[config.mk]
export PLATFORM = sky130hd
export DESIGN_NAME = pfp_top
export DESIGN_NICKNAME = d
export VERILOG_FILES = /design/src/logic/pfp_range_check.v /design/src/logic/pfp_top.v
export VERILOG_INCLUDE_DIRS = /design/src /design/src/logic
export SDC_FILE = /design/constraint.sdc
export NUM_CORES = 1
export LEC_CHECK = 0
export ABC_AREA = 1
export BUFFER_PORTS_ARGS = -buffer_cell sky130_fd_sc_hd__buf_2
export CORE_UTILIZATION = 40
export CTS_BUF_LIST = sky130_fd_sc_hd__clkbuf_4
export DETAILED_ROUTE_END_ITERATION = 12
export PLACE_DENSITY = 0.72
export SLEW_MARGIN = 20
export SYNTH_ARGS = -nofsm -noshare
export SYNTH_HDL_FRONTEND = slang
export SYNTH_HIERARCHICAL = 1
export SYNTH_SLANG_ARGS = --single-unit
[constraint.sdc]
create_clock -name clk -period 1.95 [get_ports clk]
set_input_delay 0.195 -clock clk [delete_from_list [all_inputs] [get_ports clk]]
set_output_delay 0.195 -clock clk [all_outputs]
set_load 0.005 [all_outputs]
[src/logic/pfp_defs.vh]
// Constants for the program flash range protection block
`ifndef PFP_DEFS_VH
`define PFP_DEFS_VH
// Register byte offsets
`define PFP_OFS_PROT      12'h000
`define PFP_OFS_LOAD      12'h004
`define PFP_OFS_REQ       12'h008
`define PFP_OFS_STATUS    12'h00c
// Protection register fields
`define PFP_BIT_OPEN      7
`define PFP_BIT_HDIS      5
`define PFP_HS_HI         4
`define PFP_HS_LO         3
`define PFP_BIT_LDIS      2
`define PFP_LS_HI         1
`define PFP_LS_LO         0
// Reset value of the protection byte before the load
`define PFP_PROT_RST      8'hff
// Address map, 18-bit global flash addresses
`define PFP_LOW_BASE      18'h38000
`define PFP_TOP           18'h3ffff
`define PFP_LOAD_ADDR     18'h3ff0c
`define PFP_ARRAY_BASE    18'h30000
// Lower range last address per size code
`define PFP_LOW_END_0     18'h383ff
`define PFP_LOW_END_1     18'h387ff
`define PFP_LOW_END_2     18'h38fff
`define PFP_LOW_END_3     18'h39fff
// Higher range first address per size code
`define PFP_HIGH_START_0  18'h3f800
`define PFP_HIGH_START_1  18'h3f000
`define PFP_HIGH_START_2  18'h3e000
`define PFP_HIGH_START_3  18'h3c000
// Request field positions
`define PFP_REQ_GO        31
`define PFP_REQ_ERASE     30
`define PFP_REQ_ADDR_HI   17
// Status field position, write one to clear
`define PFP_BIT_VIOL      0
// Counter value at which the load sequence ends
`define PFP_LOAD_CYCLES   4'h4
// Counter value at which the read word is captured
`define PFP_LOAD_SAMPLE   4'h2
`endif

[src/logic/pfp_range_check.v]
// Address range decoder for the protection setting
`default_nettype none
module pfp_range_check (
    input  wire [17:0] addr,        // Global address
    input  wire [7:0]  prot,        // Protection setting byte
    output reg         is_prot      // Address is protected
);
`include "pfp_defs.vh"
    reg [17:0] low_end;
    reg [17:0] high_start;
    reg        in_low;
    reg        in_high;
    reg        in_array;
    // Range limits and membership
    always @* begin
        case (prot[`PFP_LS_HI:`PFP_LS_LO])
            2'b00:   low_end = `PFP_LOW_END_0;
            2'b01:   low_end = `PFP_LOW_END_1;
            2'b10:   low_end = `PFP_LOW_END_2;
            default: low_end = `PFP_LOW_END_3;
        endcase
        case (prot[`PFP_HS_HI:`PFP_HS_LO])
            2'b00:   high_start = `PFP_HIGH_START_0;
            2'b01:   high_start = `PFP_HIGH_START_1;
            2'b10:   high_start = `PFP_HIGH_START_2;
            default: high_start = `PFP_HIGH_START_3;
        endcase
        in_array = (addr >= `PFP_ARRAY_BASE);
        in_low   = !prot[`PFP_BIT_LDIS] && (addr >= `PFP_LOW_BASE)
                   && (addr <= low_end);
        in_high  = !prot[`PFP_BIT_HDIS] && (addr >= high_start);
        if (prot[`PFP_BIT_OPEN]) begin
            is_prot = in_low || in_high;
        end else begin
            is_prot = in_array && !(in_low || in_high);
        end
    end
endmodule // pfp_range_check
`default_nettype wire

[src/logic/pfp_top.v]
// APB program flash range protection controller
//
// The implementer's own choices: the APB slave port and the address map.
`default_nettype none
module pfp_top (
    input  wire        clk,            // Bus clock, 100 MHz
    input  wire        arst_n,         // Async reset, active low
    input  wire        psel,           // APB select
    input  wire        penable,        // APB enable
    input  wire        pwrite,         // APB write
    input  wire [11:0] paddr,          // APB byte address
    input  wire [31:0] pwdata,         // APB write data
    output reg  [31:0] prdata,         // APB read data
    output reg         pready,         // APB ready
    output reg         pslverr,        // APB error
    output reg  [17:0] flash_rd_addr,  // Flash read address for load
    output reg         flash_rd_en,    // Flash read strobe
    input  wire [7:0]  flash_rd_data,  // Flash read data, one cycle later
    output reg         op_go,          // Allowed program/erase pulse
    output reg         op_erase,       // Operation is erase
    output reg  [17:0] op_addr,        // Operation address
    output reg         prot_violation, // Violation pulse
    output reg         load_done       // Setting loaded
);
`include "pfp_defs.vh"

    // Protection setting byte and its next value
    reg  [7:0]  prot;
    reg  [7:0]  next_prot;

    // Load sequence counter and next values of its outputs
    reg  [3:0]  load_cnt;
    reg  [3:0]  next_load_cnt;
    reg         next_load_done;
    reg         next_flash_rd_en;
    reg  [17:0] next_flash_rd_addr;

    // Sticky violation flag and its next value
    reg         viol_flag;
    reg         next_viol_flag;

    // Next values of the operation outputs
    reg         next_op_go;
    reg         next_op_erase;
    reg  [17:0] next_op_addr;
    reg         next_prot_violation;

    // Next values of the bus answer
    reg         next_pready;
    reg         next_pslverr;
    reg  [31:0] next_prdata;

    // Range decoder interface
    reg  [17:0] chk_addr;
    wire        chk_prot;

    // Access phase taken once, before ready answers
    wire        acc      = psel && penable && !pready;
    wire        wr       = acc && pwrite;
    wire        rd       = acc && !pwrite;

    // Register selects on the byte address
    wire        sel_prot = (paddr == `PFP_OFS_PROT);
    wire        sel_load = (paddr == `PFP_OFS_LOAD);
    wire        sel_req  = (paddr == `PFP_OFS_REQ);
    wire        sel_stat = (paddr == `PFP_OFS_STATUS);
    wire        mapped   = sel_prot || sel_load || sel_req || sel_stat;

    // Qualified actions; software cannot touch the setting before the load
    wire        prot_wr  = wr && sel_prot && load_done;
    wire        req_go   = wr && sel_req && load_done && pwdata[`PFP_REQ_GO];
    wire        stat_clr = wr && sel_stat && pwdata[`PFP_BIT_VIOL];
    wire        capture  = !load_done && (load_cnt == `PFP_LOAD_SAMPLE);

    // Request word carries the target address in its low bits
    always @* begin
        chk_addr = pwdata[`PFP_REQ_ADDR_HI:0];
    end

    // Decoder on the request address and the current setting
    pfp_range_check u_chk (
        .addr    (chk_addr),
        .prot    (prot),
        .is_prot (chk_prot)
    );

    // Load sequence: one read strobe, capture two edges later, then release
    always @* begin
        next_load_cnt      = load_cnt;
        next_load_done     = load_done;
        next_flash_rd_en   = 1'b0;
        next_flash_rd_addr = flash_rd_addr;
        if (!load_done) begin
            next_load_cnt      = load_cnt + 4'h1;
            next_flash_rd_en   = (load_cnt == 4'h0);
            next_flash_rd_addr = `PFP_LOAD_ADDR;
            if (load_cnt == `PFP_LOAD_CYCLES) begin
                next_load_done = 1'b1;
            end
        end
    end

    // Load sequence registers
    always @(posedge clk or negedge arst_n) begin
        if (!arst_n) begin
            load_cnt      <= 4'h0;
            load_done     <= 1'b0;
            flash_rd_en   <= 1'b0;
            flash_rd_addr <= 18'h0;
        end else begin
            load_cnt      <= next_load_cnt;
            load_done     <= next_load_done;
            flash_rd_en   <= next_flash_rd_en;
            flash_rd_addr <= next_flash_rd_addr;
        end
    end

    // Next setting: loaded word first, then software writes
    always @* begin
        next_prot = prot;
        if (capture) begin
            next_prot = flash_rd_data;
        end else if (prot_wr) begin
            next_prot[`PFP_BIT_OPEN]         = pwdata[`PFP_BIT_OPEN];
            next_prot[`PFP_BIT_HDIS]         = pwdata[`PFP_BIT_HDIS];
            next_prot[`PFP_HS_HI:`PFP_HS_LO] = pwdata[`PFP_HS_HI:`PFP_HS_LO];
            next_prot[`PFP_BIT_LDIS]         = pwdata[`PFP_BIT_LDIS];
            // Size locked unless the low range is disabled right now
            if (prot[`PFP_BIT_LDIS]) begin
                next_prot[`PFP_LS_HI:`PFP_LS_LO] = pwdata[`PFP_LS_HI:`PFP_LS_LO];
            end
        end
    end

    // Protection setting register
    always @(posedge clk or negedge arst_n) begin
        if (!arst_n) begin
            prot <= `PFP_PROT_RST;
        end else begin
            prot <= next_prot;
        end
    end

    // Sticky flag: a new violation wins over a clear in the same cycle
    always @* begin
        next_viol_flag = viol_flag;
        if (req_go && chk_prot) begin
            next_viol_flag = 1'b1;
        end else if (stat_clr) begin
            next_viol_flag = 1'b0;
        end
    end

    // Request outcome: blocked and flagged, or passed on
    always @* begin
        next_op_go          = req_go && !chk_prot;
        next_prot_violation = req_go && chk_prot;
        next_op_erase       = op_erase;
        next_op_addr        = op_addr;
        if (req_go) begin
            next_op_erase = pwdata[`PFP_REQ_ERASE];
            next_op_addr  = pwdata[`PFP_REQ_ADDR_HI:0];
        end
    end

    // Single-cycle outcome pulses and the sticky flag
    always @(posedge clk or negedge arst_n) begin
        if (!arst_n) begin
            op_go          <= 1'b0;
            prot_violation <= 1'b0;
            viol_flag      <= 1'b0;
        end else begin
            op_go          <= next_op_go;
            prot_violation <= next_prot_violation;
            viol_flag      <= next_viol_flag;
        end
    end

    // Fields of the last request, allowed or blocked
    always @(posedge clk or negedge arst_n) begin
        if (!arst_n) begin
            op_erase <= 1'b0;
            op_addr  <= 18'h0;
        end else begin
            op_erase <= next_op_erase;
            op_addr  <= next_op_addr;
        end
    end

    // Answer: ready one cycle after the access edge, data of that register
    always @* begin
        next_pready  = acc;
        next_pslverr = acc && !mapped;
        next_prdata  = 32'h0;
        if (rd) begin
            case (paddr)
                `PFP_OFS_PROT:   next_prdata = {24'h0, prot};
                `PFP_OFS_LOAD:   next_prdata = {31'h0, load_done};
                `PFP_OFS_STATUS: next_prdata = {31'h0, viol_flag};
                default:         next_prdata = 32'h0;
            endcase
        end
    end

    // APB handshake outputs: one wait state, error on unmapped address
    always @(posedge clk or negedge arst_n) begin
        if (!arst_n) begin
            pready  <= 1'b0;
            pslverr <= 1'b0;
        end else begin
            pready  <= next_pready;
            pslverr <= next_pslverr;
        end
    end

    // APB read data, zero outside a read answer
    always @(posedge clk or negedge arst_n) begin
        if (!arst_n) begin
            prdata <= 32'h0;
        end else begin
            prdata <= next_prdata;
        end
    end
endmodule // pfp_top
`default_nettype wire

# Word-level counts from Yosys, hierarchy flattened
# Cells that the tools add are included.
[op_classes]
add_sub_neg = 1
eq_ne = 9
n_reduce_logical = 39
mux = 15
order_cmp = 4
[op_table]
columns = ["op", "count"]
rows = [
  ["$pmux W14 S3", 1],
  ["$pmux W13 S3", 1],
  ["$ge A18 B18 Y1 const B", 2],
  ["$eq A12 B4 Y1 const B", 2],
  ["$pmux W8 S3", 1],
  ["$logic_and A1 B1 Y1", 19],
  ["$ge A18 B18 Y1", 1],
  ["$le A18 B18 Y1", 1],
  ["$eq A12 B3 Y1 const B", 1],
  ["$logic_not A12 Y1", 1],
  ["$mux W6", 2],
  ["$logic_not A1 Y1", 8],
  ["$mux W1", 8],
  ["$mux W8", 1],
  ["$reduce_bool A2 Y1", 3],
  ["$add A4 B1 Y4 const B", 1],
  ["$eq A2 B1 Y1 const B", 2],
  ["$eq A2 B2 Y1 const B", 2],
  ["$eq A4 B2 Y1 const B", 1],
  ["$eq A4 B3 Y1 const B", 1],
  ["$logic_not A2 Y1", 2],
  ["$logic_not A4 Y1", 1],
  ["$logic_or A1 B1 Y1", 4],
  ["$mux W2", 1],
  ["$reduce_and A2 Y1", 1],
]
[totals]
elab_cells = 83
regBits = 71
out_inout_bits = 75
in_bits = 57

# Longest topological paths before layout
[depth]
ltp_word = 10
mapped_depth = 14
depth_no_buf = 14

# Hierarchy
# Netlist, hierarchy kept.
[by_module_without_submodules]
columns = ["module", "area_per_inst_um2", "instances", "cells_per_inst", "seq_area_each_um2"]
rows = [
  ["pfp_top", 2423.6, 1, 277, 1186.1],
  ["pfp_range_check", 316.6, 1, 64, 0.0],
]

# Worst setup path before layout
# Ideal clock, no wire load.
[synth_path]
path_kind = "reg2reg"
startpoint = "register prot[4]"
endpoint = "register viol_flag"
setup_ps = 83
arrival_time_ps = 1539
path_slack_ps = 328
n_path_buf = 0
required_ps = 1867
path_stages_with_launch = 15
cell_sequence = "dfstp_2 > nand2_1 > inv_1 > ha_1 > a21oi_1 > nand2_1 > nand2_1 > nand2_1 > nand2_1 > nand2_1 > nand2_1 > nand2_1 > inv_1 > inv_1 > o21ai_0"
[synth_between]
elab_chain_len = 10
[synth_rtl]
columns = ["item", "line_no", "source"]
rows = [
  ["start: declaration", "pfp_top.v:28", "reg [7:0] prot;"],
  ["start signal: assignment", "pfp_top.v:138", "prot <= `PFP_PROT_RST;"],
  ["start signal: assignment", "pfp_top.v:140", "prot <= next_prot;"],
  ["$eq A2 B2 Y1 (tied with other cells)", "pfp_range_check.v:22", "case (prot[`PFP_HS_HI:`PFP_HS_LO])"],
  ["$pmux W14 S3 *", "pfp_range_check.v:22", ""],
  ["$ge A18 B18 Y1 *", "pfp_range_check.v:31", "in_high = !prot[`PFP_BIT_HDIS] && (addr >= high_start);"],
  ["$logic_and A1 B1 Y1 *", "pfp_range_check.v:31", ""],
  ["$logic_or A1 B1 Y1 *", "pfp_range_check.v:33, pfp_range_check.v:35", ""],
  ["$logic_not A1 Y1", "pfp_range_check.v:35", "is_prot = in_array && !(in_low || in_high);"],
  ["$logic_and A1 B1 Y1", "pfp_range_check.v:35", ""],
  ["$mux W1 *", "pfp_range_check.v:32", "if (prot[`PFP_BIT_OPEN]) begin"],
  ["named net chk_prot", "pfp_top.v:55", "wire chk_prot;"],
  ["$logic_and A1 B1 Y1 *", "pfp_top.v:147", "if (req_go && chk_prot) begin"],
  ["$mux W1 / $reduce_bool A2 Y1 (equally long branches)", "--", ""],
  ["end signal: assignment", "pfp_top.v:175", "viol_flag <= next_viol_flag;"],
  ["end: declaration", "pfp_top.v:39", "reg viol_flag;"],
]
# The timed path passes the listed nets; every way through them passes the cells marked *.
# A chain may end at the register's enable or synchronous reset.

# Final worst setup path
[layout_path]
startpoint = "register prot[0]"
endpoint = "register viol_flag"
[layout_between]
elab_chain_len = 10
[layout_rtl]
columns = ["item", "line_no", "source"]
rows = [
  ["$eq A2 B2 Y1 (tied with other cells)", "pfp_range_check.v:16", "case (prot[`PFP_LS_HI:`PFP_LS_LO])"],
  ["$pmux W13 S3 *", "pfp_range_check.v:16", ""],
  ["$le A18 B18 Y1 *", "pfp_range_check.v:30", "&& (addr <= low_end);"],
  ["$logic_and A1 B1 Y1 *", "pfp_range_check.v:29", "in_low = !prot[`PFP_BIT_LDIS] && (addr >= `PFP_LOW_BASE)"],
  ["$logic_or A1 B1 Y1 *", "pfp_range_check.v:33, pfp_range_check.v:35", ""],
  ["$logic_not A1 Y1", "pfp_range_check.v:35", ""],
  ["$logic_and A1 B1 Y1", "pfp_range_check.v:35", ""],
  ["$mux W1 *", "pfp_range_check.v:32", ""],
  ["named net chk_prot", "pfp_top.v:55", ""],
  ["$logic_and A1 B1 Y1 *", "pfp_top.v:147", ""],
  ["$mux W1 / $reduce_bool A2 Y1 (equally long branches)", "--", ""],
]
# Marked as above.

==> flow_summary.html <==
<table>
<tr><th>Metric</th><th>Value</th></tr>
<tr><th colspan="2">Die</th></tr>
<tr><td>Number of top-level design ports</td><td>132</td></tr>
<tr><td>Die Y-Extent</td><td>around 85 um</td></tr>
<tr><td>Horiz. Die Dim</td><td>approximately 85 um</td></tr>
<tr><td>Number of rows created at floorplan</td><td>29</td></tr>
<tr><td>Full die area</td><td>a little over 0.007 mm^2</td></tr>
<tr><td>Initial standard-cell utilization of the core</td><td>between 40% and 50%</td></tr>
<tr><td>Core region area</td><td>around 0.0065 mm^2</td></tr>
<tr><th colspan="2">Power</th></tr>
<tr><td>Power share of the clock group</td><td>27.4%</td></tr>
<tr><td>Switching Power</td><td>0.441 mW</td></tr>
<tr><td>IR drop worst, VDD</td><td>about 0.00018 V</td></tr>
<tr><td>Power Dens Cells</td><td>approximately 530 mW/mm^2</td></tr>
<tr><td>Reg power frac</td><td>about 60%</td></tr>
<tr><td>Switching share of power</td><td>between 20% and 30%</td></tr>
<tr><td>Static leakage</td><td>about 1.8 nW</td></tr>
<tr><td>Internal power contribution</td><td>about 1.2 mW</td></tr>
<tr><td>Combinational share of power</td><td>12.3%</td></tr>
<tr><th colspan="2">Clock network</th></tr>
<tr><td>Clock root buffer master</td><td>clkbuf_4</td></tr>
<tr><td>Post-CTS clock slew at the launch and capture registers of the worst setup and hold paths</td><td>between 0.1 and 0.15 ns</td></tr>
<tr><td>H-tree levels</td><td>2</td></tr>
<tr><td>CTS tree</td><td>yes</td></tr>
<tr><td>Insertion delay to the later sink of the worst-skew pair</td><td>roughly 0.36 ns</td></tr>
<tr><td>Number of buffers inserted during clock tree synthesis</td><td>5</td></tr>
<tr><td>Worst-case clock buffer depth</td><td>2</td></tr>
<tr><td>Number of clock sinks</td><td>47</td></tr>
<tr><th colspan="2">STA</th></tr>
<tr><td>Unrepaired setup endpoints after global routing</td><td>false</td></tr>
<tr><td>FMAX</td><td>around 560 MHz</td></tr>
<tr><td>Final Hold Vio Count</td><td>0</td></tr>
<tr><td>Total setup violations reported at the end of the flow</td><td>0</td></tr>
<tr><td>Worst Clk Skew</td><td>between 0.008 and 0.009 ns</td></tr>
<tr><td>Post-layout minimum cycle time</td><td>~1.8 ns</td></tr>
<tr><td>Worst slew pin tran</td><td>approximately 0.55 ns</td></tr>
<tr><td>Tightest hold margin</td><td>between 0.06 and 0.07 ns</td></tr>
<tr><td>Slew HR</td><td>a little over three fifths</td></tr>
<tr><td>Share of the clock period used by the worst path after layout</td><td>about 91%</td></tr>
<tr><td>Setup total negative slack</td><td>0 ns</td></tr>
<tr><td>Max-slew violation count</td><td>0</td></tr>
<tr><th colspan="2">Worst setup path</th></tr>
<tr><td>Ordered list of cells on the worst path</td><td>nand2_1 &gt; ha_1 &gt; nand2_1 &gt; nor3_1 &gt; nand2_1 &gt; nand2_1 &gt; nand2_1 &gt; nand2_1 &gt; nand2_1 &gt; nand2_1 &gt; inv_1 &gt; inv_1 &gt; o21ai_1</td></tr>
<tr><td>Critical path startpoint category</td><td>register</td></tr>
<tr><td>Critical Path Sink Type</td><td>register</td></tr>
<tr><td>Data required time of the critical path</td><td>around 2.2 ns</td></tr>
<tr><td>Cell with the most instances on the worst path</td><td>nand2_1</td></tr>
<tr><td>Cell family contributing the most delay on the critical path</td><td>simple AND/OR/NAND/NOR gates</td></tr>
<tr><td>Worst endpoint data arrival time</td><td>between 2 and 2.5 ns</td></tr>
<tr><td>Max stage delay cell, worst path</td><td>dfstp_2</td></tr>
<tr><td>Depth of the worst register-to-register path</td><td>13</td></tr>
<tr><td>Largest incremental delay on the critical path</td><td>roughly 0.59 ns</td></tr>
<tr><td>Buffers plus inverters on the worst setup path</td><td>2</td></tr>
<tr><td>Biggest fanout along the worst timing path</td><td>4</td></tr>
<tr><td>WS Path Type</td><td>register to register</td></tr>
<tr><td>Worst path depth</td><td>13</td></tr>
<tr><th colspan="2">Route</th></tr>
<tr><td>Pre-antenna DRT Iters</td><td>12</td></tr>
<tr><td>Final ANT Viol Nets</td><td>0</td></tr>
<tr><td>Routed length per instance</td><td>11.8 um</td></tr>
<tr><td>Detailed-route vias per instance</td><td>4.72</td></tr>
<tr><td>DRC</td><td>12</td></tr>
<tr><td>Number of DRC markers after the initial detailed-route iteration</td><td>between 100 and 150</td></tr>
<tr><td>Total Routed Length</td><td>slightly below 6000 um</td></tr>
<tr><td>Routed via count</td><td>~2400</td></tr>
<tr><th colspan="2">Hold path</th></tr>
<tr><td>Min-Delay Path Depth</td><td>2</td></tr>
<tr><td>Hold Path Class</td><td>input pin to register</td></tr>
<tr><th colspan="2">Place</th></tr>
<tr><td>Weighted congestion at the end of routability-driven global placement</td><td>0.880</td></tr>
<tr><td>Placed wire-length estimate after detailed placement</td><td>between 4000 and 5000 um</td></tr>
<tr><td>Port Buffer Count</td><td>between 80 and 90</td></tr>
<tr><th colspan="2">Synthesis</th></tr>
<tr><td>Post-synth cell types</td><td>33</td></tr>
<tr><td>Sequential area share after synthesis</td><td>between 40 and 50%</td></tr>
<tr><td>Warnings, synthesis</td><td>6</td></tr>
<tr><td>Average instance area after synthesis</td><td>roughly 8.0 um^2</td></tr>
<tr><td>Synthesized flop and latch total</td><td>47</td></tr>
<tr><td>Number of standard cells after synthesis</td><td>between 300 and 400</td></tr>
<tr><td>Post-Syn Area</td><td>between 0.002 and 0.003 mm^2</td></tr>
<tr><th colspan="2">GRT</th></tr>
<tr><td>Overflow left after global routing</td><td>0</td></tr>
<tr><td>Tot GR Track Use</td><td>between 10% and 20%</td></tr>
<tr><td>Maximum number of pins on one net before global-route repair</td><td>25</td></tr>
<tr><td>First-pass GRT wire length</td><td>around 9500 um</td></tr>
<tr><td>Number of global-route vias before repair</td><td>2012</td></tr>
<tr><td>Initial antenna violation count</td><td>0</td></tr>
<tr><th colspan="2">Finish</th></tr>
<tr><td>Share of final-layout standard cells stronger than drive strength 1</td><td>28.7%</td></tr>
<tr><td>Combined flip-flop and latch cell area</td><td>0.00119 mm^2</td></tr>
<tr><td>Area occupied by multi-input gates</td><td>~0.0011 mm^2</td></tr>
<tr><td>Number of filler cells placed in the layout</td><td>roughly 640</td></tr>
<tr><td>Diode insertion count for antenna repair</td><td>0</td></tr>
<tr><td>Synth-to-Final Area Change</td><td>14.5%</td></tr>
<tr><td>Fin nets</td><td>about 500</td></tr>
<tr><th colspan="2">Status</th></tr>
<tr><td>Outcome</td><td>complete, but fails checks</td></tr>
<tr><td>Violations in the final reports</td><td>DRC</td></tr>
<tr><th colspan="2">Run</th></tr>
<tr><td>Max-cap violation count</td><td>0</td></tr>
</table>
-- sequential cells by signal, summed over array words and instances (netlist names), 4 cells and up --
register and flops:
op_addr 18, prot 8, load_cnt 4, prdata 8
-- area by class of cell --
type	instances	share of cell area, %
Inverter	38	4.55
Multi-Input combinational cell	233	36.6
Clock buffer	6	1.44
Clock inverter	2	0.239
Sequential cell	47	37.8
Timing Repair Buffer	96	16.3
Tap cell	77	3.07
-- power groups by stage --
| stage | sequential (mW) | combinational, mW | clock (mW) |
|---|---|---|---|
| floorplan | 1.02 | 0.138 | 0 |
| global placement | 1.02 | 0.194 | 0 |
| detailed placement | 1.02 | 0.199 | 0 |
| CTS | 1.00 | 0.202 | 0.460 |
| global route | 1.00 | 0.233 | 0.511 |
| finish | 1.00 | 0.204 | 0.455 |
-- cells in the mapped netlist (all sizes together) --
master   n  area share [%]
conb     1            0.14
ha       9             4.1
nand4   22             5.0
dfstp    8             7.7
nor4     1            0.23
o31ai    1            0.27
clkbuf   1            0.14
dfrtp   39              36
or2      2            0.46
o21ai   15             2.7
nor3     8             2.1
nand3b   1            0.27
buf     51              13
inv     38             5.2
a21oi    2            0.37
nand2   90              12
xor2     1            0.32
mux2     1            0.41
nor2    31             4.6
o21bai   1            0.27
xnor2    2            0.64
nand3   16             3.6
-- repair_timing --
action | 4_1_cts | 5_1_grt
setup buffers | 0 | 1
hold buffers | 1 | 0
hold endpoints to repair | 22 | 0
gates resized for setup | 0 | 1
endpoints found under the setup margin | 0 | 1
-- final timing paths --
check	startpoint	end	slack [ns]
min in group asynchronous	arst_n	prdata[1]	0.33
max reg2reg	prot[0]	viol_flag	0.18
min	flash_rd_data[6]	prot[6]	0.07
min reg2reg	op_addr[6]	op_addr[6]	0.48
max	prot[0]	viol_flag	0.18
max in group asynchronous	arst_n	prot[3]	1.02
-- layer usage --
| metal | track usage (%) | vias to the layer above | routed length, um |
|---|---|---|---|
| li1 | - | 1167 | - |
| met1 | 22.3 | 1057 | 2610 |
| met2 | 27.7 | 115 | 2770 |
| met3 | 4.72 | 15 | 424 |
| met4 | 5.39 | 0 | 100 |
| met5 | 0 | - | 0 |
-- worst register-to-register path, cell delays in order, from the launching register on --
cell and delay [ns]:
dfstp_2 0.59, nand2_1 0.07, ha_1 0.29, nand2_1 0.05, nor3_1 0.13, nand2_1 0.08
nand2_1 0.06, nand2_1 0.06, nand2_1 0.06, nand2_1 0.04, nand2_1 0.05, inv_1 0.05
inv_1 0.07, o21ai_1 0.07
-- cell usage in the layout, fill, tap and decap left out, drive strengths merged, types with 2 or more instances in the layout --
master and n:
nor2 31, nor3 8, dfstp 8, nand4 22, dfrtp 39, clkbuf 6, or2 2, xnor2 2
clkinv 2, nand2 90, inv 38, a21oi 2, ha 9, conb 30, buf 95, nand3 16
o21ai 15
-- stage by stage --
step / worst slack, ns / util, % / cells / total power [mW] / area, um^2
2_1_floorplan: 0.328 / - / 370 / 1.16 / 2850
3_3_place_gp: 0.221 / 47.2 / 489 / 1.21 / 3070
3_5_place_dp: 0.180 / 47.2 / 489 / 1.22 / 3070
4_1_cts: 0.153 / 48.2 / 498 / 1.66 / 3130
5_1_grt: 0.00858 / 48.3 / 499 / 1.75 / 3140
6_report: 0.180 / 48.3 / 499 / 1.66 / 3140
-- kinds of logic (layout without fill, tap and decap cells) --
logic type	after synthesis	count (layout)	share of synthesized area, %
AND/OR/NAND/NOR	171	171	28.6
buffers and inverters	90	142	18.8
flip-flops	47	47	43.3
AO/OA/AOI/OAI	19	19	3.65
adder cells (fa/ha/maj)	9	9	4.11
XOR/XNOR	3	3	0.959
other	1	30	0.137
multiplexers	1	1	0.411
(Power assumes the default switching activity.)
